<file path="src/hw/dbc_defines.svh">
// Timing constants and decode values for the dual bridge current chopper.
// Assumes a 50 MHz system clock; included by the chopper by bare name.
`ifndef DBC_DEFINES_SVH
`define DBC_DEFINES_SVH
`define DBC_CLK_HZ 50000000
`define DBC_PWM_HZ 50000
`define DBC_PWM_CYC (`DBC_CLK_HZ / `DBC_PWM_HZ)
`define DBC_MIX_PCT 75
`define DBC_MIX_CYC ((`DBC_PWM_CYC * `DBC_MIX_PCT) / 100)
`define DBC_BLANK_NS 3750
`define DBC_BLANK_CYC ((`DBC_BLANK_NS * (`DBC_CLK_HZ / 1000000) + 999) / 1000)
`define DBC_WAKE_US 1000
`define DBC_WAKE_CYC (`DBC_WAKE_US * (`DBC_CLK_HZ / 1000000))
`define DBC_OCP_CYC 100
`define DBC_SENSE_GAIN 5
`define DBC_SCALE_100 8'h64
`define DBC_SCALE_71 8'h47
`define DBC_SCALE_38 8'h26
`define DBC_SCALE_0 8'h00
`endif

</file>
<file path="src/hw/dbc_pkg.sv">
// Types shared by the dual bridge current chopper.
// No assumptions beyond a SystemVerilog compiler.
package dbc_pkg;
  typedef enum logic [1:0] {
    DBC_RECIRC_SLOW = 2'h0,
    DBC_RECIRC_MIXED = 2'h1,
    DBC_RECIRC_FAST = 2'h2
  } dbc_recirc_type;
  typedef enum logic [3:0] {
    DBC_ST_OFF = 4'h1,
    DBC_ST_DRIVE = 4'h2,
    DBC_ST_FAST = 4'h4,
    DBC_ST_SLOW = 4'h8
  } dbc_state_type;
  // Per-bridge host controls
  typedef struct packed {
    logic bridge_drive_enable;
    logic winding_direction;
    logic current_scale_msb;
    logic current_scale_lsb;
  } dbc_ctrl_type;
  // Per-bridge gate commands: high and low side of each leg
  typedef struct packed {
    logic hs1;
    logic ls1;
    logic hs2;
    logic ls2;
  } dbc_gate_type;
endpackage

</file>
<file path="src/hw/dbc_chopper.sv">
// Dual bridge current chopper: PWM chopping, recirculation, faults.
// Assumes all inputs synchronous to i_clk_sys; comparator data arrives digitised.
`timescale 1ns/1ns
`include "dbc_defines.svh"
module dbc_chopper #(
  parameter int PWM_CYC = `DBC_PWM_CYC,
  parameter int WAKE_CYC = `DBC_WAKE_CYC,
  parameter int OCP_CYC = `DBC_OCP_CYC,
  parameter int SW = 12
) (
  input wire logic i_clk_sys,
  input wire logic i_rst_n,
  input wire logic i_logic_reset_n,
  input wire logic i_low_power_request_n,
  input wire logic i_supply_lockout,
  input wire logic i_thermal_shutdown,
  input wire logic [1:0] i_current_limit,
  input wire dbc_pkg::dbc_ctrl_type [1:0] i_ctrl,
  input wire logic i_recirc_drive,
  input wire logic i_recirc_high,
  input wire logic [1:0][SW-1:0] i_winding_sense_voltage,
  input wire logic [1:0][SW-1:0] i_chop_reference_level,
  input wire logic [1:0] i_zero_current,
  output dbc_pkg::dbc_gate_type [1:0] o_gate,
  output logic [1:0] o_bridge_hiz,
  output logic o_fault_flag_n_out,
  output logic o_fault_flag_n_oe,
  output logic o_ready,
  output logic [1:0] o_overcurrent_shutdown
);
  localparam int BLANK_CYC = `DBC_BLANK_CYC;
  localparam int MIX_CYC = (PWM_CYC * `DBC_MIX_PCT) / 100;
  localparam int CW = $clog2(PWM_CYC + 1);
  localparam int WW = $clog2(WAKE_CYC + 1);
  localparam int OW = $clog2(OCP_CYC + 1);

  // Percentage of full scale for a scale code
  function automatic logic [7:0] scale_pct(input logic msb, input logic lsb);
    case ({msb, lsb})
      2'b00: scale_pct = `DBC_SCALE_100;
      2'b01: scale_pct = `DBC_SCALE_71;
      2'b10: scale_pct = `DBC_SCALE_38;
      default: scale_pct = `DBC_SCALE_0;
    endcase
  endfunction

  // Gate pattern for a state; fast recirculation reverses the drive legs
  function automatic dbc_pkg::dbc_gate_type gate_of(input dbc_pkg::dbc_state_type st,
    input logic dir);
    gate_of = '0;
    case (st)
      dbc_pkg::DBC_ST_DRIVE: gate_of = dir ? 4'b1001 : 4'b0110;
      dbc_pkg::DBC_ST_FAST: gate_of = dir ? 4'b0110 : 4'b1001;
      dbc_pkg::DBC_ST_SLOW: gate_of = 4'b0101;
      default: gate_of = '0;
    endcase
  endfunction

  // Sleep and the host reset both hold the logic idle; lockout as well
  logic run;
  assign run = i_logic_reset_n & i_low_power_request_n & ~i_supply_lockout;

  dbc_pkg::dbc_recirc_type recirc;
  always_comb
  begin
    if (!i_recirc_drive)
      recirc = dbc_pkg::DBC_RECIRC_MIXED;
    else if (i_recirc_high)
      recirc = dbc_pkg::DBC_RECIRC_FAST;
    else
      recirc = dbc_pkg::DBC_RECIRC_SLOW;
  end

  logic [CW-1:0] pwm_cnt_ff;
  logic pwm_start;
  assign pwm_start = run && (pwm_cnt_ff == CW'(PWM_CYC - 1));
  always_ff @(posedge i_clk_sys or negedge i_rst_n)
  begin
    if (!i_rst_n)
      pwm_cnt_ff <= '0;
    else if (!run || pwm_start)
      pwm_cnt_ff <= '0;
    else
      pwm_cnt_ff <= pwm_cnt_ff + CW'(1);
  end

  // Wake delay: drive is held off for about 1 ms after the logic leaves idle
  logic [WW-1:0] wake_cnt_ff;
  logic ready_ff;
  always_ff @(posedge i_clk_sys or negedge i_rst_n)
  begin
    if (!i_rst_n)
      wake_cnt_ff <= '0;
    else if (!run)
      wake_cnt_ff <= '0;
    else if (wake_cnt_ff != WW'(WAKE_CYC))
      wake_cnt_ff <= wake_cnt_ff + WW'(1);
  end
  always_ff @(posedge i_clk_sys or negedge i_rst_n)
  begin
    if (!i_rst_n)
      ready_ff <= 1'b0;
    else
      ready_ff <= run && (wake_cnt_ff == WW'(WAKE_CYC));
  end
  assign o_ready = ready_ff;

  logic fault_n_ff;
  logic [1:0] ocp_ff;
  dbc_pkg::dbc_state_type [1:0] st_ff;
  dbc_pkg::dbc_gate_type [1:0] gate_ff;
  logic [1:0] hiz_ff;

  genvar b;
  generate
    for (b = 0; b < 2; b++)
    begin : g_br
      logic [OW-1:0] lim_cnt_ff;
      logic [7:0] blank_cnt_ff;
      // Two spare bits: a full-scale sense word times 500 overflows SW+8 bits
      logic [SW+9:0] sense_x;
      logic [SW+9:0] ref_x;
      logic trip;
      logic allowed;
      dbc_pkg::dbc_state_type nxt_st;
      // Sense times five times 100 against reference times percentage
      assign sense_x = (SW+10)'(i_winding_sense_voltage[b]) * (SW+10)'(`DBC_SENSE_GAIN * 100);
      assign ref_x = (SW+10)'(i_chop_reference_level[b]) *
        (SW+10)'(scale_pct(i_ctrl[b].current_scale_msb, i_ctrl[b].current_scale_lsb));
      assign trip = (sense_x >= ref_x) && (blank_cnt_ff == 8'(BLANK_CYC));
      assign allowed = ready_ff && !ocp_ff[b] && !i_thermal_shutdown && i_ctrl[b].bridge_drive_enable
        && !(i_ctrl[b].current_scale_msb && i_ctrl[b].current_scale_lsb);

      // Overcurrent qualification, on its own path from the limit indication
      always_ff @(posedge i_clk_sys or negedge i_rst_n)
      begin
        if (!i_rst_n)
          lim_cnt_ff <= '0;
        else if (!run || !i_current_limit[b])
          lim_cnt_ff <= '0;
        else if (lim_cnt_ff != OW'(OCP_CYC))
          lim_cnt_ff <= lim_cnt_ff + OW'(1);
      end
      always_ff @(posedge i_clk_sys or negedge i_rst_n)
      begin
        if (!i_rst_n)
          ocp_ff[b] <= 1'b0;
        else if (!i_logic_reset_n || i_supply_lockout)
          ocp_ff[b] <= 1'b0;
        else if (lim_cnt_ff == OW'(OCP_CYC))
          ocp_ff[b] <= 1'b1;
      end

      always_ff @(posedge i_clk_sys or negedge i_rst_n)
      begin
        if (!i_rst_n)
          blank_cnt_ff <= '0;
        else if (st_ff[b] != dbc_pkg::DBC_ST_DRIVE)
          blank_cnt_ff <= '0;
        else if (blank_cnt_ff != 8'(BLANK_CYC))
          blank_cnt_ff <= blank_cnt_ff + 8'h01;
      end

      always_comb
      begin
        nxt_st = st_ff[b];
        if (!allowed)
          nxt_st = dbc_pkg::DBC_ST_OFF;
        else if (pwm_start)
          nxt_st = dbc_pkg::DBC_ST_DRIVE;
        else
          case (st_ff[b])
            dbc_pkg::DBC_ST_DRIVE:
            begin
              if (trip)
                nxt_st = (recirc == dbc_pkg::DBC_RECIRC_SLOW) ? dbc_pkg::DBC_ST_SLOW :
                  (recirc == dbc_pkg::DBC_RECIRC_MIXED && pwm_cnt_ff >= CW'(MIX_CYC)) ?
                  dbc_pkg::DBC_ST_SLOW : dbc_pkg::DBC_ST_FAST;
            end
            dbc_pkg::DBC_ST_FAST:
            begin
              if (i_zero_current[b])
                nxt_st = dbc_pkg::DBC_ST_OFF;
              else if (recirc == dbc_pkg::DBC_RECIRC_MIXED && pwm_cnt_ff >= CW'(MIX_CYC))
                nxt_st = dbc_pkg::DBC_ST_SLOW;
            end
            dbc_pkg::DBC_ST_SLOW: nxt_st = dbc_pkg::DBC_ST_SLOW;
            default: nxt_st = dbc_pkg::DBC_ST_OFF;
          endcase
      end

      always_ff @(posedge i_clk_sys or negedge i_rst_n)
      begin
        if (!i_rst_n)
          st_ff[b] <= dbc_pkg::DBC_ST_OFF;
        else
          st_ff[b] <= nxt_st;
      end

      // Gates registered from the next state so the outputs track the FSM exactly
      always_ff @(posedge i_clk_sys or negedge i_rst_n)
      begin
        if (!i_rst_n)
        begin
          gate_ff[b] <= '0;
          hiz_ff[b] <= 1'b1;
        end
        else
        begin
          gate_ff[b] <= gate_of(nxt_st, i_ctrl[b].winding_direction);
          hiz_ff[b] <= (nxt_st == dbc_pkg::DBC_ST_OFF);
        end
      end

      chk_min_on: assert property (@(posedge i_clk_sys) disable iff (!i_rst_n)
        $rose(st_ff[b] == dbc_pkg::DBC_ST_DRIVE) && allowed |->
        (st_ff[b] == dbc_pkg::DBC_ST_DRIVE || !allowed || pwm_start)[*8])
        else $error("drive ended before blanking");
      chk_ocp_latch: assert property (@(posedge i_clk_sys) disable iff (!i_rst_n)
        ocp_ff[b] && i_logic_reset_n && !i_supply_lockout |=> ocp_ff[b])
        else $error("overcurrent latch dropped");
      chk_ocp_off: assert property (@(posedge i_clk_sys) disable iff (!i_rst_n)
        ocp_ff[b] |=> ##1 (gate_ff[b] == '0) && hiz_ff[b])
        else $error("bridge driven during overcurrent");
      chk_scale_off: assert property (@(posedge i_clk_sys) disable iff (!i_rst_n)
        i_ctrl[b].current_scale_msb && i_ctrl[b].current_scale_lsb |=> gate_ff[b] == '0)
        else $error("bridge on with zero scale");
      chk_slow_gate: assert property (@(posedge i_clk_sys) disable iff (!i_rst_n)
        st_ff[b] == dbc_pkg::DBC_ST_SLOW && $stable(st_ff[b]) |-> gate_ff[b] == 4'b0101)
        else $error("slow recirculation gates wrong");
    end
  endgenerate

  always_ff @(posedge i_clk_sys or negedge i_rst_n)
  begin
    if (!i_rst_n)
      fault_n_ff <= 1'b1;
    else
      fault_n_ff <= !((|ocp_ff) || (run && i_thermal_shutdown));
  end

  assign o_gate = gate_ff;
  assign o_bridge_hiz = hiz_ff;
  assign o_fault_flag_n_out = 1'b0;
  assign o_fault_flag_n_oe = fault_n_ff;
  assign o_overcurrent_shutdown = ocp_ff;

  chk_ready_wait: assert property (@(posedge i_clk_sys) disable iff (!i_rst_n)
    !run ##1 run |-> !ready_ff [*8])
    else $error("ready too soon after idle");
  chk_idle_off: assert property (@(posedge i_clk_sys) disable iff (!i_rst_n)
    !run |=> ##1 (o_bridge_hiz == 2'b11))
    else $error("bridge driven while idle");
  chk_fault_pin: assert property (@(posedge i_clk_sys) disable iff (!i_rst_n)
    $rose(|ocp_ff) |=> !o_fault_flag_n_oe)
    else $error("fault flag not pulled low");
endmodule

</file>
<file path="config.mk">
export PLATFORM = sky130hd
export DESIGN_NAME = dbc_chopper
export DESIGN_NICKNAME = d
export VERILOG_FILES = /design/src/hw/dbc_pkg.sv /design/src/hw/dbc_chopper.sv
export VERILOG_INCLUDE_DIRS = /design/src /design/src/hw
export SDC_FILE = /design/constraint.sdc
export NUM_CORES = 1
export LEC_CHECK = 0
export BUFFER_PORTS_ARGS = -buffer_cell sky130_fd_sc_hd__buf_4
export CAP_MARGIN = 20
export CORE_MARGIN = 3
export CORE_UTILIZATION = 50
export CTS_CLUSTER_SIZE = 24
export DETAILED_ROUTE_END_ITERATION = 7
export PLACE_DENSITY = 0.8
export SYNTH_ARGS = -nofsm -noshare
export SYNTH_HDL_FRONTEND = slang
export SYNTH_SLANG_ARGS = --single-unit
</file>
<file path="constraint.sdc">
create_clock -name i_clk_sys -period 6.4 [get_ports i_clk_sys]
set_clock_uncertainty 0.05 [all_clocks]
set_input_delay 0.32 -clock i_clk_sys [delete_from_list [all_inputs] [get_ports i_clk_sys]]
set_output_delay 0.32 -clock i_clk_sys [all_outputs]
set_load 0.1 [all_outputs]
</file>
==> impl_metrics.toml, run 1 <==
[finish]
final_common_cell = "ha_1"
layout_common_cells = "255 x ha_1, 215 x inv_1, 134 x buf_4, 126 x fa_1, 105 x nor2_1"
nets = 2047
final_core_util = 0.594
instances_no_fill = 1920
num_antenna_cells = 0
drive_gt1_frac = 0.133
syn_to_final_growth_pct = 15.2

[clocking]
cts_tree = "yes"
cts_buffer_depth = 2
h-tree-depth = 3
cts-root-buf = "clkbuf_16"
clk_pin_slew_ns = 0.06
insertion_delay_ns = 0.33
cts_made_buffers = 9
clock-sinks = 78
cts_hold_buffers = 0

[worst_setup_path]
reg2reg_slack_ns = 3.54
cp_num_cells = 28
critPathRequiredTime_ns = 6.59
worstSetupPathType = "in -> reg"
cpMostUsedCell = "ha_1"
reg2reg_to = "o_gate[4]"
critPathCapture = "o_gate[4]"
cp_slowest_cell = "fa_1"
cp_max_fo = 8
crit_path_start_kind = "primary input"
slowest_delay_ns = 0.56
worst-path-buf-inv = 5
cp_top_family = "adder cells"
end_kind = "flop"
cp.arrival_ns = 6.56
crit_start = "i_ctrl[5]"
r2r-start = "g_br[1].blank_cnt_ff[0]"
ff2ff_path_depth = 9

[timing]
whs_ns = 0.0887
finalHoldViolCount = 0
rsz0062_at_grt = "true"
fin_crit_ns = 6.37
finalSetupViolations = 0
fin_crit_sh = 0.995
drv_slew = 0
slew_headroom = 0.313
worstMarginPinSlew_ns = 1.02
fmax_mhz = 157

[drt]
via_count = 10300
top_layer = "met4"
wl_met3_um = 591
drc = 0
dr.pass1.iters = 5
drt_iter0_drc = 334
ant_nets = 0
route.met2.wl_um = 14100
wl_um = 26600
m1WireLength_um = 11600
wl_per_cell_um = 13.8
via_per_inst = 5.37

[synthesis]
synth_area_leaders = "ha_1 25%, fa_1 19%, dfrtp_1 14%"
avgSynthCellArea_sq_um = 9.04
syn_area_sq_um = 13100
synth_ff_type = "dfrtp_1"
ys_ff_latch = 78
synth_cell_types = 64
async_flop_share = 1.00
synthCells = 1454
ys_seq_area_frac = 0.149
yosys.area.top_type = "ha_1"
synth_edf_count = 0
ys.warnings.count = 0
synthDominantCellAreaShare = 0.254
syn-num-nets = 1915

[floorplanning]
num_rows = 58
coreArea_sq_um = 25500
die_h_um = 168
die_x_um = 168
io_pins = 83
initial_core_util = 0.516
die-area_sq_um = 28300

[outcome]
status = "finished, final reports clean"

[place]
dpl.cell_count = 1900
dp_hpwl_um = 22400
place_congestion = 0.874
io_buffer_count = 81

[power]
cellPowerDensity_nw_per_um2 = 313
vdd_drop_max_mv = 0.256
leakage_nw = 7.59
total_power_mw = 4.74

[grt]
grt_pass1_wl_um = 46600
track_usage = 0.190
grt_pass1_vias = 10600
grt_max_degree = 79
overflow = 0
antenna_found_initial = 0

[flow_run]
drv_cap = 0

[hold_path]
min_path_type = "in -> async"
kinds of logic after synthesis:
| group | synth area share |
|---|---|
| simple gates | 0.174 |
| fa+ha+maj | 0.446 |
| buf+inv | 0.0666 |
| compound gates | 0.0988 |
| xor+xnor | 0.0620 |
| flops | 0.149 |
| mux | 0.00314 |
| other cells | 0.000285 |
power by group:
group	switching, mW	internal (mW)	leakage [nW]	total (mW)
Sequential	0.00131	0.495	1.07	0.497
Combinational	1.97	1.70	6.36	3.67
Clock	0.184	0.389	0.166	0.572
worst min path at each step:
stage,endpoint,startpoint,cells past startpoint,slack [ns]
2_1_floorplan,g_br[0].blank_cnt_ff[0],i_rst_n,0,-0.03
6_report,g_br[0].lim_cnt_ff[3],i_rst_n,1,0.09
4_1_cts,o_fault_flag_n_oe,i_thermal_shutdown,2,0.08
5_1_grt,o_fault_flag_n_oe,i_thermal_shutdown,2,0.09
3_3_place_gp,o_fault_flag_n_oe,o_overcurrent_shutdown[0],1,0.40
3_5_place_dp,o_fault_flag_n_oe,o_overcurrent_shutdown[0],1,0.39
stage by stage:
step / setup TNS [ns] / setup slack, ns / area (sq um)
final: 0 / 0.0342 / 15100
after global routing: -0.544 / -0.197 / 15100
after CTS: 0 / 0.0133 / 15000
after detailed placement: -2.26 / -0.417 / 14600
after global placement: -0.701 / -0.213 / 14600
after floorplan: 0 / 0.000681 / 13300
cells in the mapped netlist, drive strengths merged (11+ instances only):
cell type and number:
nor2 107, nand3 38, o21ai 48, xnor2 50, nand2 77, clkbuf 14
nand2b 11, nor2b 68, inv 217, and2 55, a21o 16, xor2 43
or3 17, a21oi 75, dfrtp 73, ha 267, nor3 29, nand4 16
fa 126, o21a 13
layout make-up:
class / instances / area [sq um]
flip-flops and latches: 78 / 1960
inverters: 217 / 820
clock inverters: 4 / 95.1
clock buffers: 11 / 243
repair buffers: 136 / 1040
multi-input cells: 1144 / 10600
well taps: 330 / 413
fillers: 2123 / 10300
per-layer routing:
metal | GRT usage | vias up
met3 | 0.0193 | 30
met2 | 0.359 | 130
li1 | - | 5108
met1 | 0.238 | 5043
met5 | 0 | -
met4 | 0.0309 | 0
flip-flops by register name, indices dropped and copies added (netlist names), 2 cells and up:
| name | count |
|---|---|
| st_ff | 8 |
| o_overcurrent_shutdown | 2 |
| o_bridge_hiz | 2 |
| o_gate | 8 |
| wake_cnt_ff | 16 |
| g_br.lim_cnt_ff | 14 |
| g_br.blank_cnt_ff | 16 |
| pwm_cnt_ff | 10 |
timing repair:
action	in CTS	in global routing
resized for setup	3	31
pin swaps	2	18
setup endpoints to repair	4	11
setup buffers	0	5
No activity file was read; power rests on OpenSTA's default activity.
==> inputs of run 2 (changes only) <==
- PLACE_DENSITY: 0.8 -> not set
- PLACE_DENSITY_LB_ADDON: not set -> 0.08
==> run 2 against run 1 <==
Against the previous run:
- fmax rose by 1.6%
- flip-flop and latch count did not move
- largest power group unchanged
- global-route usage rose by 0.12 points
- clock power fell by 3.8%
==> impl_metrics.toml, run 2 (synthesized netlist as in run 1, its figures left out) <==
[outcome]
status = "finished, final reports clean"

[worst_setup_path]
reg2reg_to = "o_gate[4]"
critPathRequiredTime_ns = 6.60
crit_path_start_kind = "primary input"
cpMostUsedCell = "fa_1"
r2r-start = "g_br[1].blank_cnt_ff[0]"
slowest_delay_ns = 0.54
reg2reg_slack_ns = 3.65
cp_slowest_cell = "fa_1"
cp.arrival_ns = 6.46
end_kind = "flop"
cp_max_fo = 6
worstSetupPathType = "in -> reg"
ff2ff_path_depth = 9

[grt]
overflow = 0
grt_max_degree = 79
grt_pass1_vias = 10500
grt_pass1_wl_um = 46600
track_usage = 0.191
antenna_found_initial = 0

[floorplanning]
io_pins = 83
die-area_sq_um = 28300
die_h_um = 168
die_x_um = 168
coreArea_sq_um = 25500
num_rows = 58
initial_core_util = 0.516

[drt]
drt_iter0_drc = 310
via_count = 10000
ant_nets = 0
drc = 0
wl_um = 25800
via_per_inst = 5.14
wl_per_cell_um = 13.2
dr.pass1.iters = 7

[clocking]
cts_buffer_depth = 2
clock-sinks = 78
insertion_delay_ns = 0.33
clk_pin_slew_ns = 0.06
cts-root-buf = "clkbuf_16"
cts_hold_buffers = 0
h-tree-depth = 3
cts_made_buffers = 9
cts_tree = "yes"

[timing]
drv_slew = 0
fin_crit_ns = 6.27
fmax_mhz = 160
worstMarginPinSlew_ns = 0.991
slew_headroom = 0.339
fin_crit_sh = 0.979
finalHoldViolCount = 0
finalSetupViolations = 0
whs_ns = 0.0819
rsz0062_at_grt = "true"

[power]
vdd_drop_max_mv = 0.227
leakage_nw = 7.72
cellPowerDensity_nw_per_um2 = 313
total_power_mw = 4.81

[finish]
final_common_cell = "ha_1"
largestRegisters = "g_br.blank_cnt_ff: 16 flops, wake_cnt_ff: 16 flops, g_br.lim_cnt_ff: 14 flops"
final_core_util = 0.603
drive_gt1_frac = 0.149
num_antenna_cells = 0
design_area_sq_um = 15400
syn_to_final_growth_pct = 16.9
layout_common_cells = "255 x ha_1, 215 x inv_1, 163 x buf_4, 126 x fa_1, 105 x nor2_1"
nets = 2078

[place]
io_buffer_count = 81
place_congestion = 0.783
placed_area_sq_um = 14800
dp_hpwl_um = 22200

[flow_run]
drv_cap = 0

[hold_path]
min_path_type = "in -> async"
==> run 2: cell count changes in the layout (fill, tap and decap cells not counted), sizes merged <==
cell / delta
buf: +31
bufinv: -1
clkinv: +2
==> run 2: final cells by class <==
cell class	count	area (sq um)
timing repair buffer	167	1280
clock buffer	11	243
inverter	217	822
fill	2274	10100
multi-input combinational	1144	10600
sequential	78	1960
clock inverter	5	82.6
tap	330	413
==> run 2: worst max-delay path by stage <==
stage,end,cells after the start,slack (ns),start
after CTS,o_gate[4],25,0.003,i_winding_sense_voltage[12]
after global placement,o_gate[6],25,-0.23,i_ctrl[5]
after floorplan,o_gate[4],25,0.0007,i_ctrl[4]
final,o_gate[4],27,0.13,i_ctrl[4]
after global routing,o_gate[4],27,-0.09,i_ctrl[4]
after detailed placement,o_gate[4],24,-0.41,i_ctrl[4]
==> run 2: critical path: cells and delay by family <==
family,cells,cell delay (ns)
AO/OA/AOI/OAI,8,1.80
XOR/XNOR,1,0.09
adder cells (fa/ha/maj),7,2.48
buffers and inverters,3,0.25
AND/OR/NAND/NOR,8,1.51
==> run 2: report_power, final <==
group          total, mW  internal (mW)  switching [mW]
Combinational       3.76           1.82            1.95
Sequential         0.497          0.495         0.00134
Clock              0.550          0.353           0.198
Total               4.81           2.66            2.14
==> run 2: stage by stage <==
stage	worst slack, ns	setup TNS (ns)	std cells
2_1_floorplan	0.000681	0	1454
3_3_place_gp	-0.229	-0.762	1928
3_5_place_dp	-0.414	-1.65	1928
4_1_cts	0.00255	0	1944
5_1_grt	-0.0890	-0.221	1952
6_report	0.133	0	1952
==> run 2: routing by layer <==
layer | global-route usage | share of wire
met1 | 0.253 | 0.47
met2 | 0.348 | 0.51
met3 | 0.0176 | 0.017
met4 | 0.0295 | 0.010
met5 | 0 | 0
==> run 2: repair_timing <==
item / 4_1_cts / 5_1_grt
endpoints found under the setup margin: 2 / 10
buffers inserted: 0 / 8
pin swaps: 3 / 34
resized for setup: 4 / 33
